===== src/rip_pkg.sv =====
// Purpose: shared constants for the clock location access port
// Assumes: Avalon-MM slave with 32-bit byte addresses and 32-bit data
// Notes: the location space is time/date registers followed by user ram
`default_nettype none
package rip_pkg;
   // ****************************************************************
   // register map
   // ****************************************************************
   localparam logic [31:0] LOC_SELECT_OFFS = 32'h1080_0000;
   localparam logic [31:0] LOC_CONTENTS_OFFS = 32'h1170_0000;
   localparam logic [7:0] LOC_SELECT_RESET = 8'h00;
   // ****************************************************************
   // location space
   // ****************************************************************
   localparam int BYTE_W = 8;
   localparam int LOC_W = 7;
   localparam int LOC_COUNT = 128;
   localparam int TIME_LOC_COUNT = 14;
   localparam int USER_RAM_COUNT = 114;
   localparam int TK_LOC_W = 4;
   localparam logic [LOC_W-1:0] TIME_LOC_LIMIT = 7'h0e;
   localparam logic [TK_LOC_W-1:0] TK_LOC_LIMIT = 4'he;
endpackage
`default_nettype wire


===== src/rip_loc_if.sv =====
// Purpose: carries location accesses from the bus port to the store
// Assumes: one clock shared by both ends
// Notes: read data returns one cycle after rd
`timescale 1ns/10ps
`default_nettype none
interface rip_loc_if;
   logic rd;
   logic wr;
   logic [rip_pkg::LOC_W-1:0] loc;
   logic [rip_pkg::BYTE_W-1:0] wdata;
   logic [rip_pkg::BYTE_W-1:0] rdata;
   modport port_end
   (
      output rd,
      output wr,
      output loc,
      output wdata,
      input rdata
   );
   modport store_end
   (
      input rd,
      input wr,
      input loc,
      input wdata,
      output rdata
   );
endinterface
`default_nettype wire


===== src/rip_loc_store.sv =====
// Purpose: the 128-byte location space of the clock chip
// Assumes: synchronous reset-free array, registered read
// Notes: software writes win over timekeeper updates in the same cycle
`timescale 1ns/10ps
`default_nettype none
module rip_loc_store
(
   // clock and reset
   input wire logic clk,
   input wire logic rst_sync_b,
   // software side
   rip_loc_if.store_end acc,
   // timekeeper update of time and date locations
   input wire logic tk_valid,
   input wire logic [rip_pkg::TK_LOC_W-1:0] tk_loc,
   input wire logic [rip_pkg::BYTE_W-1:0] tk_data
);
   logic [rip_pkg::BYTE_W-1:0] mem_q [0:rip_pkg::LOC_COUNT-1];
   logic [rip_pkg::BYTE_W-1:0] rdata_q;
   logic tk_ok;

   // timekeeper may only touch the time and date block
   assign tk_ok = tk_valid && (tk_loc < rip_pkg::TK_LOC_LIMIT);

   // ****************************************************************
   // storage
   // ****************************************************************
   always_ff @(posedge clk)
   begin
      if (tk_ok)
      begin
         mem_q[{3'h0, tk_loc}] <= tk_data;
      end
      if (acc.wr)
      begin
         mem_q[acc.loc] <= acc.wdata;
      end
   end

   always_ff @(posedge clk or negedge rst_sync_b)
   begin
      if (!rst_sync_b)
      begin
         rdata_q <= 8'h00;
      end
      else if (acc.rd)
      begin
         rdata_q <= mem_q[acc.loc];
      end
   end

   assign acc.rdata = rdata_q;
endmodule
`default_nettype wire


===== src/rip_top.sv =====
// Purpose: indexed access port to the clock chip and its user ram
// Assumes: Avalon-MM slave, single clock, bus-side timekeeper on same clock
// Notes: reads take three edges, writes complete in the request cycle
//
// Register access over Avalon-MM was chosen for this implementation.
`timescale 1ns/10ps
`default_nettype none
module rip_top
(
   // clock and reset
   input wire logic clk,
   input wire logic rst_b,
   // avalon-mm slave
   input wire logic [31:0] avs_address,
   input wire logic avs_read,
   input wire logic avs_write,
   input wire logic [31:0] avs_writedata,
   input wire logic [3:0] avs_byteenable,
   output logic [31:0] avs_readdata,
   output logic avs_waitrequest,
   // timekeeper update into time and date locations
   input wire logic tk_valid,
   input wire logic [rip_pkg::TK_LOC_W-1:0] tk_loc,
   input wire logic [rip_pkg::BYTE_W-1:0] tk_data,
   // notice of software writes into time and date locations
   output logic time_wr,
   output logic [rip_pkg::TK_LOC_W-1:0] time_wr_loc,
   output logic [rip_pkg::BYTE_W-1:0] time_wr_data
);
   // ****************************************************************
   // reset release
   // ****************************************************************
   logic rst_meta_q;
   logic rst_sync_b;

   always_ff @(posedge clk or negedge rst_b)
   begin
      if (!rst_b)
      begin
         rst_meta_q <= 1'b0;
         rst_sync_b <= 1'b0;
      end
      else
      begin
         rst_meta_q <= 1'b1;
         rst_sync_b <= rst_meta_q;
      end
   end

   // ****************************************************************
   // address decode
   // ****************************************************************
   logic hit_select;
   logic hit_contents;
   logic lane0;
   logic sel_wr;
   logic cont_wr;
   logic cont_rd;

   assign hit_select = (avs_address == rip_pkg::LOC_SELECT_OFFS);
   assign hit_contents = (avs_address == rip_pkg::LOC_CONTENTS_OFFS);
   // only the low byte lane carries register data
   assign lane0 = avs_byteenable[0];
   assign sel_wr = avs_write && hit_select && lane0;
   assign cont_wr = avs_write && hit_contents && lane0;
   assign cont_rd = avs_read && hit_contents;

   // ****************************************************************
   // location select register
   // ****************************************************************
   logic [rip_pkg::BYTE_W-1:0] select_q;

   always_ff @(posedge clk or negedge rst_sync_b)
   begin
      if (!rst_sync_b)
      begin
         select_q <= rip_pkg::LOC_SELECT_RESET;
      end
      else if (sel_wr)
      begin
         // held until the next select write
         select_q <= avs_writedata[7:0];
      end
   end

   // ****************************************************************
   // read sequencing
   // ****************************************************************
   typedef enum logic [2:0]
   {
      RD_IDLE = 3'h1,
      RD_FETCH = 3'h2,
      RD_ANSWER = 3'h4
   } rip_rd_state_t;

   rip_rd_state_t rd_state_q;
   rip_rd_state_t rd_state_d;
   logic rd_issue;
   logic rd_fetch;
   logic rd_answer;

   // one store read per bus read, then one answer cycle
   always_comb
   begin
      rd_state_d = rd_state_q;
      case (rd_state_q)
         RD_IDLE:
         begin
            if (cont_rd)
            begin
               rd_state_d = RD_FETCH;
            end
         end
         RD_FETCH:
         begin
            rd_state_d = RD_ANSWER;
         end
         RD_ANSWER:
         begin
            rd_state_d = RD_IDLE;
         end
         default:
         begin
            rd_state_d = RD_IDLE;
         end
      endcase
   end

   always_ff @(posedge clk or negedge rst_sync_b)
   begin
      if (!rst_sync_b)
      begin
         rd_state_q <= RD_IDLE;
      end
      else
      begin
         rd_state_q <= rd_state_d;
      end
   end

   assign rd_issue = cont_rd && (rd_state_q == RD_IDLE);
   assign rd_fetch = (rd_state_q == RD_FETCH);
   assign rd_answer = (rd_state_q == RD_ANSWER);

   // reads of the contents register stall until the byte is ready
   assign avs_waitrequest = cont_rd && !rd_answer;

   // ****************************************************************
   // store access
   // ****************************************************************
   rip_loc_if loc_bus ();

   assign loc_bus.rd = rd_issue;
   assign loc_bus.wr = cont_wr;
   // seven-bit location taken from the latest select write
   assign loc_bus.loc = select_q[rip_pkg::LOC_W-1:0];
   assign loc_bus.wdata = avs_writedata[7:0];

   rip_loc_store u_store
   (
      .clk(clk),
      .rst_sync_b(rst_sync_b),
      .acc(loc_bus.store_end),
      .tk_valid(tk_valid),
      .tk_loc(tk_loc),
      .tk_data(tk_data)
   );

   // ****************************************************************
   // read data
   // ****************************************************************
   logic [31:0] readdata_q;

   always_ff @(posedge clk or negedge rst_sync_b)
   begin
      if (!rst_sync_b)
      begin
         readdata_q <= 32'h0000_0000;
      end
      else if (rd_fetch)
      begin
         // byte in low lane, upper lanes zero
         readdata_q <= {24'h00_0000, loc_bus.rdata};
      end
      else
      begin
         // zero outside the answer cycle, so select and unmapped reads see zero
         readdata_q <= 32'h0000_0000;
      end
   end

   // data straight from the flop, no read mux
   assign avs_readdata = readdata_q;

   // ****************************************************************
   // time and date write notice
   // ****************************************************************
   logic time_hit;
   logic time_wr_q;
   logic [rip_pkg::TK_LOC_W-1:0] time_wr_loc_q;
   logic [rip_pkg::BYTE_W-1:0] time_wr_data_q;

   assign time_hit = cont_wr && (loc_bus.loc < rip_pkg::TIME_LOC_LIMIT);

   always_ff @(posedge clk or negedge rst_sync_b)
   begin
      if (!rst_sync_b)
      begin
         time_wr_q <= 1'b0;
      end
      else
      begin
         time_wr_q <= time_hit;
      end
   end

   always_ff @(posedge clk or negedge rst_sync_b)
   begin
      if (!rst_sync_b)
      begin
         time_wr_loc_q <= 4'h0;
         time_wr_data_q <= 8'h00;
      end
      else if (time_hit)
      begin
         time_wr_loc_q <= loc_bus.loc[rip_pkg::TK_LOC_W-1:0];
         time_wr_data_q <= avs_writedata[7:0];
      end
   end

   assign time_wr = time_wr_q;
   assign time_wr_loc = time_wr_loc_q;
   assign time_wr_data = time_wr_data_q;
endmodule
`default_nettype wire


===== config.mk =====
export PLATFORM = sky130hd
export DESIGN_NAME = rip_top
export DESIGN_NICKNAME = d
export VERILOG_FILES = /design/src/rip_pkg.sv /design/src/rip_loc_if.sv /design/src/rip_loc_store.sv /design/src/rip_top.sv
export SDC_FILE = /design/constraint.sdc
export NUM_CORES = 1
export LEC_CHECK = 0
export ABC_AREA = 1
export BUFFER_PORTS_ARGS = -buffer_cell sky130_fd_sc_hd__buf_2
export CAP_MARGIN = 20
export CELL_PAD_IN_SITES_DETAIL_PLACEMENT = 1
export CELL_PAD_IN_SITES_GLOBAL_PLACEMENT = 2
export CORE_UTILIZATION = 35
export CTS_BUF_LIST = sky130_fd_sc_hd__clkbuf_8
export DETAILED_ROUTE_END_ITERATION = 16
export PLACE_DENSITY = 0.73
export SLEW_MARGIN = 0
export SYNTH_ARGS = -nofsm -noshare
export SYNTH_HDL_FRONTEND = slang
export SYNTH_SLANG_ARGS = --single-unit

===== constraint.sdc =====
create_clock -name clk -period 2.8 [get_ports clk]
set_clock_uncertainty 0.2 [all_clocks]
set_input_delay 0 -clock clk [delete_from_list [all_inputs] [get_ports clk]]
set_output_delay 0 -clock clk [all_outputs]
set_load 0.005 [all_outputs]

## After elaboration in Yosys (flattened, before gate mapping)

Memories as Yosys holds them, arrays and structs flattened. A register that Yosys moved wholly into a read port is not among the register bits.
Index checks and enable logic that the tools add are counted.

| storage, ports and cells | value |
|---|---|
| register bits after elaboration | 33 |
| latch bits | 0 |
| bits in writable memories | 1,024 |
| memory bits (read-only) | 0 |
| bits of input ports | 85 |
| output and inout bits | 46 |
| memories | 1 |

| operators by class | value |
|---|---|
| add/sub/neg operators | 0 |
| $mul | 0 |
| div/mod/pow operators | 0 |
| magnitude comparators | 2 |
| eq/ne operators | 6 |
| shift operators | 0 |
| muxes and demuxes | 7 |
| bitwise logic cells | 0 |
| reduce and logical (&&, ||, !) cells | 11 |

Memory list:

| memory | words | width | rd ports | clocked after memory_dff | wr ports | line | text |
|---|---|---|---|---|---|---|---|
| u_store.mem_q | 128 | 8 | 1 | 1 | 2 | rip_loc_store.sv:18 | `logic [rip_pkg::BYTE_W-1:0] mem_q [0:rip_pkg::LOC_COUNT-1];` |

Operators by type and width:

| kind | number |
|---|---|
| 32-bit by 29-bit == test with 1-bit output, second input constant | 2 |
| 1-bit logical AND | 9 |
| 8-bit 2-to-1 mux | 1 |
| 7-bit by 4-bit less-than comparator with 1-bit output, second input constant | 1 |
| 3-bit one-hot mux with 2 select lines | 1 |
| 4-bit less-than comparator, second input constant | 1 |
| 1-bit 2-to-1 mux | 4 |
| 3-bit by 1-bit == test with 1-bit output, second input constant | 1 |
| 3-bit by 2-bit == test with 1-bit output, second input constant | 1 |
| 3-bit == test, second input constant | 1 |
| 3-bit 2-to-1 mux | 1 |
| 1-bit zero test | 2 |
| 2-bit inequality test, second input constant | 1 |

## Logic depth before layout (Yosys ltp)

Gate-level depths: netlist of run 1.

| logic depth | value |
|---|---|
| depth in word-level cells | 5 |
| depth in mapped cells | 15 |
| mapped depth without buffers | 12 |

## Cells and area by module

A second synthesis of run 1 with hierarchy kept.

| unflattened totals | value |
|---|---|
| cells, all modules | 4,675 |
| area, all modules | 47,300.4 um^2 |

By module, submodules not included:

| module | instances | cells an instance | area each (um^2) | sequential area each (um^2) |
|---|---|---|---|---|
| rip_loc_store | 1 | 4,476 | 45,675.1 | 30,949.7 |
| rip_top | 1 | 199 | 1,625.3 | 827.0 |

## Least setup slack after synthesis of run 1

OpenSTA, ideal clock, no wires.

| timing | value |
|---|---|
| kind | register to register |
| from | register select_q[0] (netlist name) |
| to | memory u_store.mem_q[38][0] (netlist name), enable pin |
| library setup time | 0.370 ns |
| arrival | 1.686 ns |
| required time | 2.230 ns |
| setup slack | 0.544 ns |
| cell stages (with the launch flop) | 10 |
| path through | dfrtp_1 > buf_6 > buf_6 > buf_2 > nor2_1 > inv_1 > nor2_4 > inv_1 > buf_2 > nor2_1 |

RTL lines:

| element | line | text |
|---|---|---|
| start, declared | rip_top.sv:71 | `logic [rip_pkg::BYTE_W-1:0] select_q;` |
| start signal, assigned | rip_top.sv:77 | `select_q <= rip_pkg::LOC_SELECT_RESET;` |
| start signal, assigned | rip_top.sv:82 | `select_q <= avs_writedata[7:0];` |
| end, declared | rip_loc_store.sv:18 |  |

==> metrics.txt, run 1 <==
VDD IR max between 0.4 and 0.5 mV; clock slew at reported path FFs ~0.06 ns; I/O pins between 100 and 150; CP most frequent cell dlygate4sd3_1; final WL about 150 mm; Worst EP arrival approximately 3.2 ns; min Tclk post-route about 2.8 ns; wire per inst roughly 21 µm; TritonCTS clock tree done; relative slew slack 0.3430; Final Setup Violations 0; nets approximately 5.2k; DP HPWL approximately 89 mm; Cell Chain, Critical Path dlygate4sd3_1 > buf_2 > nand2_1 > dlygate4sd3_1 > inv_2 > nand2_8 > buf_4 > dlygate4sd3_1 > nor2_4 > inv_1 > buf_12 > nor2_1 > buf_4; Congestion Overflow GR 0; worst slew pin tran between 0.9 and 1 ns; clock root cell clkbuf_8; IO buf count a little under 80; fin cells ~7.0k; Yosys cell types 33; sequential fraction of the synthesis area 0.6676; post-synthesis mux area share 0; adder-cell share of the synthesized area 0; Placed Area ~50000 µm²; # rows ~130; post-synthesis register bit count 1065; first-pass GRT wire length 218.0 mm; Die Area around 140000 µm²; final hold viol count 0; Synth Area in XOR/XNOR 0; first drt pass iteration count 5; fmax roughly 360 MHz; DIE WIDTH 370.8 µm; YS warnings 0; Critical Path RT between 3 and 4 ns; initial core utilization 0.3549; worst hold path class in2reg; Cells after Synth 4674; via count roughly 33k; DRT antenna net count 0; outcome complete, no violations; layout cells sized above 1 0.1384; vias in the first global route between 30k and 40k; P_leak ~0.023 µW; clock buffer depth 3; dpl cells 6540; GP Congestion around 0.82; mapped cell area between 40000 and 50000 µm²; Worst-Skew Late Latency slightly above 0.9 ns; synthesis-to-finish area growth 18.14%; total track usage 0.2149; Max Slew Vio Count 0; CTS sink cnt around 1.1k; Final Instance Area roughly 56000 µm²; largest family of logic cells by synthesized area simple AND/OR/NAND/NOR gates; Vias/cell between 4 and 5; # DRC 0; Startpoint Class input pin; crit-path max FO 14; Largest delay share family, worst path buffers and inverters; CORE AREA roughly 130000 µm²; CTS buffer count 186; Worst path max stage delay around 0.69 ns; critical path buffer and inverter count 9; final worst path period share 0.9839; Post-Synth Simple-Gate Area 0.1972; largest net degree at the start of global routing between 100 and 150; RSZ-0062 raised after global routing yes; Pwr Density 560.7 nW/µm²; Compound-Gate Fraction of Synth Area 0.04577; die extent in y about 370 µm; # H-tree levels 4; crit path kind in2reg; Crit-path slowest cell dlygate4sd3_1; max_cap viols 0; crit end category flop; 1st-iter DRT viols ~2.1k; initial antenna violation count 2; post-synthesis area per instance about 10 µm²
[synth_stat cells]
master	n	area, µm²
or2_2	57	356.6
or2_1	8	50.05
buf_2	108	540.5
nand3_1	301	1506
clkbuf_1	40	150.1
nor2_4	10	112.6
nand2_1	1179	4425
o41ai_1	2	17.52
o211ai_1	147	1104
buf_6	36	405.4
buf_4	62	465.5
or2_0	35	219.0
o21ai_0	177	885.9
nand3_2	1	10.01
nor3_1	3	15.01
nor2_8	1	20.02
buf_1	16	60.06
nor3b_1	1	7.510
and3_1	1	6.260
inv_1	696	2613
o21ai_1	33	165.2
inv_2	4	15.01
dfrtp_1	40	1001
nand2_2	16	100.1
nand2_8	1	20.02
nor2_2	2	12.51
dfstp_2	1	26.28
nor4_1	2	12.51
a31oi_1	1	6.260
conb_1	2	7.510
nand3b_1	2	15.01
nor2_1	665	2496
edfxtp_1	1024	30750
[registers in the layout, summed over array words and instances (netlist names)]
register           cells
rst_meta_q             1
u_store.acc.rdata      8
avs_readdata           8
time_wr_data           8
u_store.mem_q       1024
rst_sync_b             1
select_q               7
time_wr_loc            4
rd_state_q             3
time_wr                1
[tightest hold or removal path, cell delays in order]
cell	delay, ns
dlygate4sd3_1	0.56
buf_4	0.22
buf_12	0.18
[report_power, final]
part           total, µW  switching [µW]  internal [µW]
Clock              13300            6470           6820
Sequential         17500            17.4          17500
Combinational        724             529            195
[cell type report]
type	instances	area, µm²
diodes	2	5.005
clock inverters	134	664.4
inverters	700	2668
repair buffers	456	4350
clock buffers	197	2711
fillers	14970	77900
repair inverters	2	22.52
flip-flops and latches	1065	31780
multi-input cells	2670	11820
well taps	1768	2212
[cells in the final DEF, fill, tap and decap left out, drive strengths merged, types with 3 or more instances in the layout]
| master | synthesis | final |
|---|---|---|
| nand3 | 302 | 302 |
| or2 | 100 | 100 |
| edfxtp | 1024 | 1024 |
| nor3 | 3 | 3 |
| dlygate4sd3 | 0 | 88 |
| clkinv | 0 | 52 |
| o21ai | 210 | 210 |
| buf | 222 | 356 |
| nand2 | 1196 | 1196 |
| bufinv | 0 | 4 |
| nor2 | 678 | 678 |
| o211ai | 147 | 147 |
| clkbuf | 40 | 203 |
| dlymetal6s4s | 0 | 4 |
| inv | 700 | 771 |
| clkinvlp | 0 | 9 |
| dfrtp | 40 | 40 |
| conb | 2 | 25 |
[final timing paths]
check,startpoint,endpoint,slack [ns],cells after the start
worst min register to register,rst_sync_b,avs_readdata[5],0.15,0
min in group asynchronous,rst_sync_b,avs_readdata[5],0.15,0
worst max register to register,select_q[0],u_store.mem_q[15][5],0.05,10
max in group asynchronous,rst_sync_b,rd_state_q[0],1.41,1
worst min-delay path,avs_writedata[7],u_store.mem_q[25][7],0.07,3
worst max-delay path,avs_byteenable[0],u_store.mem_q[94][4],0.05,13
[metal layers]
metal	global-route usage	vias up	routed length [µm]
met3	0.03241	214	6168
met2	0.3676	698	73570
met4	0.06402	0	3680
met1	0.2803	16600	65660
met5	0	-	0
li1	-	15900	-
[per-stage QoR]
| step | TNS [ns] | utilization | power, µW | worst slack (ns) | hold WS (ns) |
|---|---|---|---|---|---|
| after floorplan | 0 | - | 18020 | 0.5437 | -0.4956 |
| after global placement | -0.2327 | 0.3818 | 18440 | -0.09319 | -0.4148 |
| after global routing | -0.5933 | 0.4192 | 32580 | -0.07519 | 0.04430 |
| final | 0 | 0.4192 | 31530 | 0.04520 | 0.07091 |
| after detailed placement | -0.2373 | 0.3818 | 18460 | -0.07710 | -0.4128 |
| after CTS | -0.07170 | 0.4153 | 31880 | -0.03534 | 0.0003161 |
[repair_timing]
item	CTS	global route
endpoints found under the setup margin	28	330
hold buffers	93	2
pin swaps	0	7
hold endpoints to repair	1278	4
resized for setup	8	63
cloned	3	8
buffers inserted	2	15
[cells by family (layout without fill, tap and decap cells)]
group,after synthesis,in the layout
AOI/OAI and AO/OA,360,360
buffers and inverters,962,1489
DFF,1065,1065
other,2,27
and+or+nand+nor,2285,2285
No activity file was read; power rests on OpenSTA's default activity.
==> run 2: changes to the inputs <==
Clock period 2.8 ns to 3.2 ns, I/O delays scaled along.
==> metrics.txt, run 2 (synthesis gave the netlist of run 1 again) <==
clock buffer depth 3; CTS buffer count about 190; Worst path max stage delay around 0.75 ns; synthesis-to-finish area growth 15.37%; clock root cell clkbuf_8; Largest delay share family, worst path buffers and inverters; worst slew pin tran around 0.94 ns; initial antenna violation count 7; outcome complete, no violations; total track usage 0.2092; Pwr Density 499.1 nW/µm²; first drt pass iteration count 7; Worst-Skew Late Latency approximately 0.91 ns; max_cap viols 0; setup tns final 0 ns; # H-tree levels 4; dpl cells roughly 6.5k; Worst EP arrival between 3 and 4 ns; DRT antenna net count 0; P_leak 0.02277 µW; min Tclk post-route just over 3 ns; I/O pins 131; CP most frequent cell nor2_1; die extent in y ~370 µm; final WL 143.1 mm; first-pass GRT wire length roughly 210 mm; DIE WIDTH between 300 and 400 µm; final worst path period share 0.9497; fmax around 330 MHz; largest net degree at the start of global routing approximately 110; relative slew slack 0.3693; Die Area 137500 µm²; CTS sink cnt about 1.1k; Cell Chain, Critical Path dlygate4sd3_1 > buf_2 > nor2_1 > dlygate4sd3_1 > nand2_1 > nor2_1 > nand3_1 > nor2_4 > buf_12 > nand3_2 > dlygate4sd3_1 > inv_2 > nand3_1 > nor2_1 > nor2_1; wire per inst ~21 µm; worst setup margin about 0.16 ns; crit path kind in2reg; final hold viol count 0; # DRC 0; Largest register FFs slightly above 1k; initial core utilization 0.3549; # rows between 100 and 150; fin cells roughly 7k; Vias/cell 4.799; 1st-iter DRT viols 2190; Fillers 15.02k; DP HPWL roughly 87 mm; RSZ-0062 raised after global routing no; GP Congestion just under 0.8; commonest non-fill, non-tap cell in the layout nand2_1; Final Setup Violations 0; Critical Path RT 3.80 ns; clock slew at reported path FFs 0.06 ns; worst hold path class reg2async; via count between 30k and 40k; Final Instance Area 54910 µm²; most flop-heavy register u_store.mem_q; critical path buffer and inverter count 6; nets 5081; CORE AREA between 100000 and 150000 µm²; Congestion Overflow GR 0; commonest cells after routing, fill and taps aside nand2_1, edfxtp_1, inv_1; TritonCTS clock tree done; IO buf count between 70 and 80; Setup WS pre-CTS about 0.25 ns; Pwr Total 27410 µW; Placed Area around 51000 µm²; crit-path max FO 10; layout cells sized above 1 0.1211; Startpoint Class input pin; crit end category flop; vias in the first global route 34.08k; Crit-path slowest cell dlygate4sd3_1; Max Slew Vio Count 0; VDD IR max between 0.4 and 0.5 mV
==> run 2: report_power, final <==
part,internal [µW],switching (µW),leakage [µW]
Clock,5720,5770,0.00199
Sequential,15300,7.54,0.00972
Combinational,154,454,0.0111
==> run 2: timing repair <==
action	in CTS	in global routing
buffers inserted	0	1
hold buffers	78	0
resized for setup	0	5
endpoints found under the hold margin	1168	0
setup endpoints to repair	0	37
==> run 2: area by class of cell <==
type / count / area [µm²] / area share
clock inverter: 142 / 683.2 / 0.01244
tap: 1768 / 2212 / 0.04029
sequential: 1065 / 31780 / 0.5788
multi-input combinational: 2670 / 11710 / 0.2132
timing repair buffer: 372 / 3213 / 0.05851
antenna: 4 / 10.01 / 0.0001823
clock buffer: 194 / 2670 / 0.04862
inverter: 700 / 2635 / 0.04799
==> run 2: routing by layer <==
metal	global-route usage	vias to the layer above	routed length, µm
met5	0	-	0
met4	0.06426	0	3447
met3	0.02900	209	5451
met2	0.3554	656	70160
met1	0.2759	16590	64000
li1	-	15730	-
==> run 2: path summary, 6_finish.rpt <==
check                      slack [ns]  cells after the start              from                   end
min in group clk                 0.08                      3  avs_writedata[7]  u_store.mem_q[70][7]
hold / removal                   0.05                      1        rst_sync_b       avs_readdata[5]
hold reg to reg                  0.05                      1        rst_sync_b       avs_readdata[5]
max in group asynchronous        2.35                      4             rst_b            rst_sync_b
setup reg to reg                 0.17                      9       select_q[1]   u_store.mem_q[6][6]
setup / recovery                 0.16                     15   avs_address[16]  u_store.acc.rdata[1]
==> run 2: per-stage QoR <==
step / util / hold WS [ns]
final: 0.4094 / 0.04530
after global placement: 0.3779 / -0.4137
after detailed placement: 0.3779 / -0.4108
after CTS: 0.4089 / 0.001696
after global routing: 0.4093 / 0.02773
after floorplan: - / -0.4956
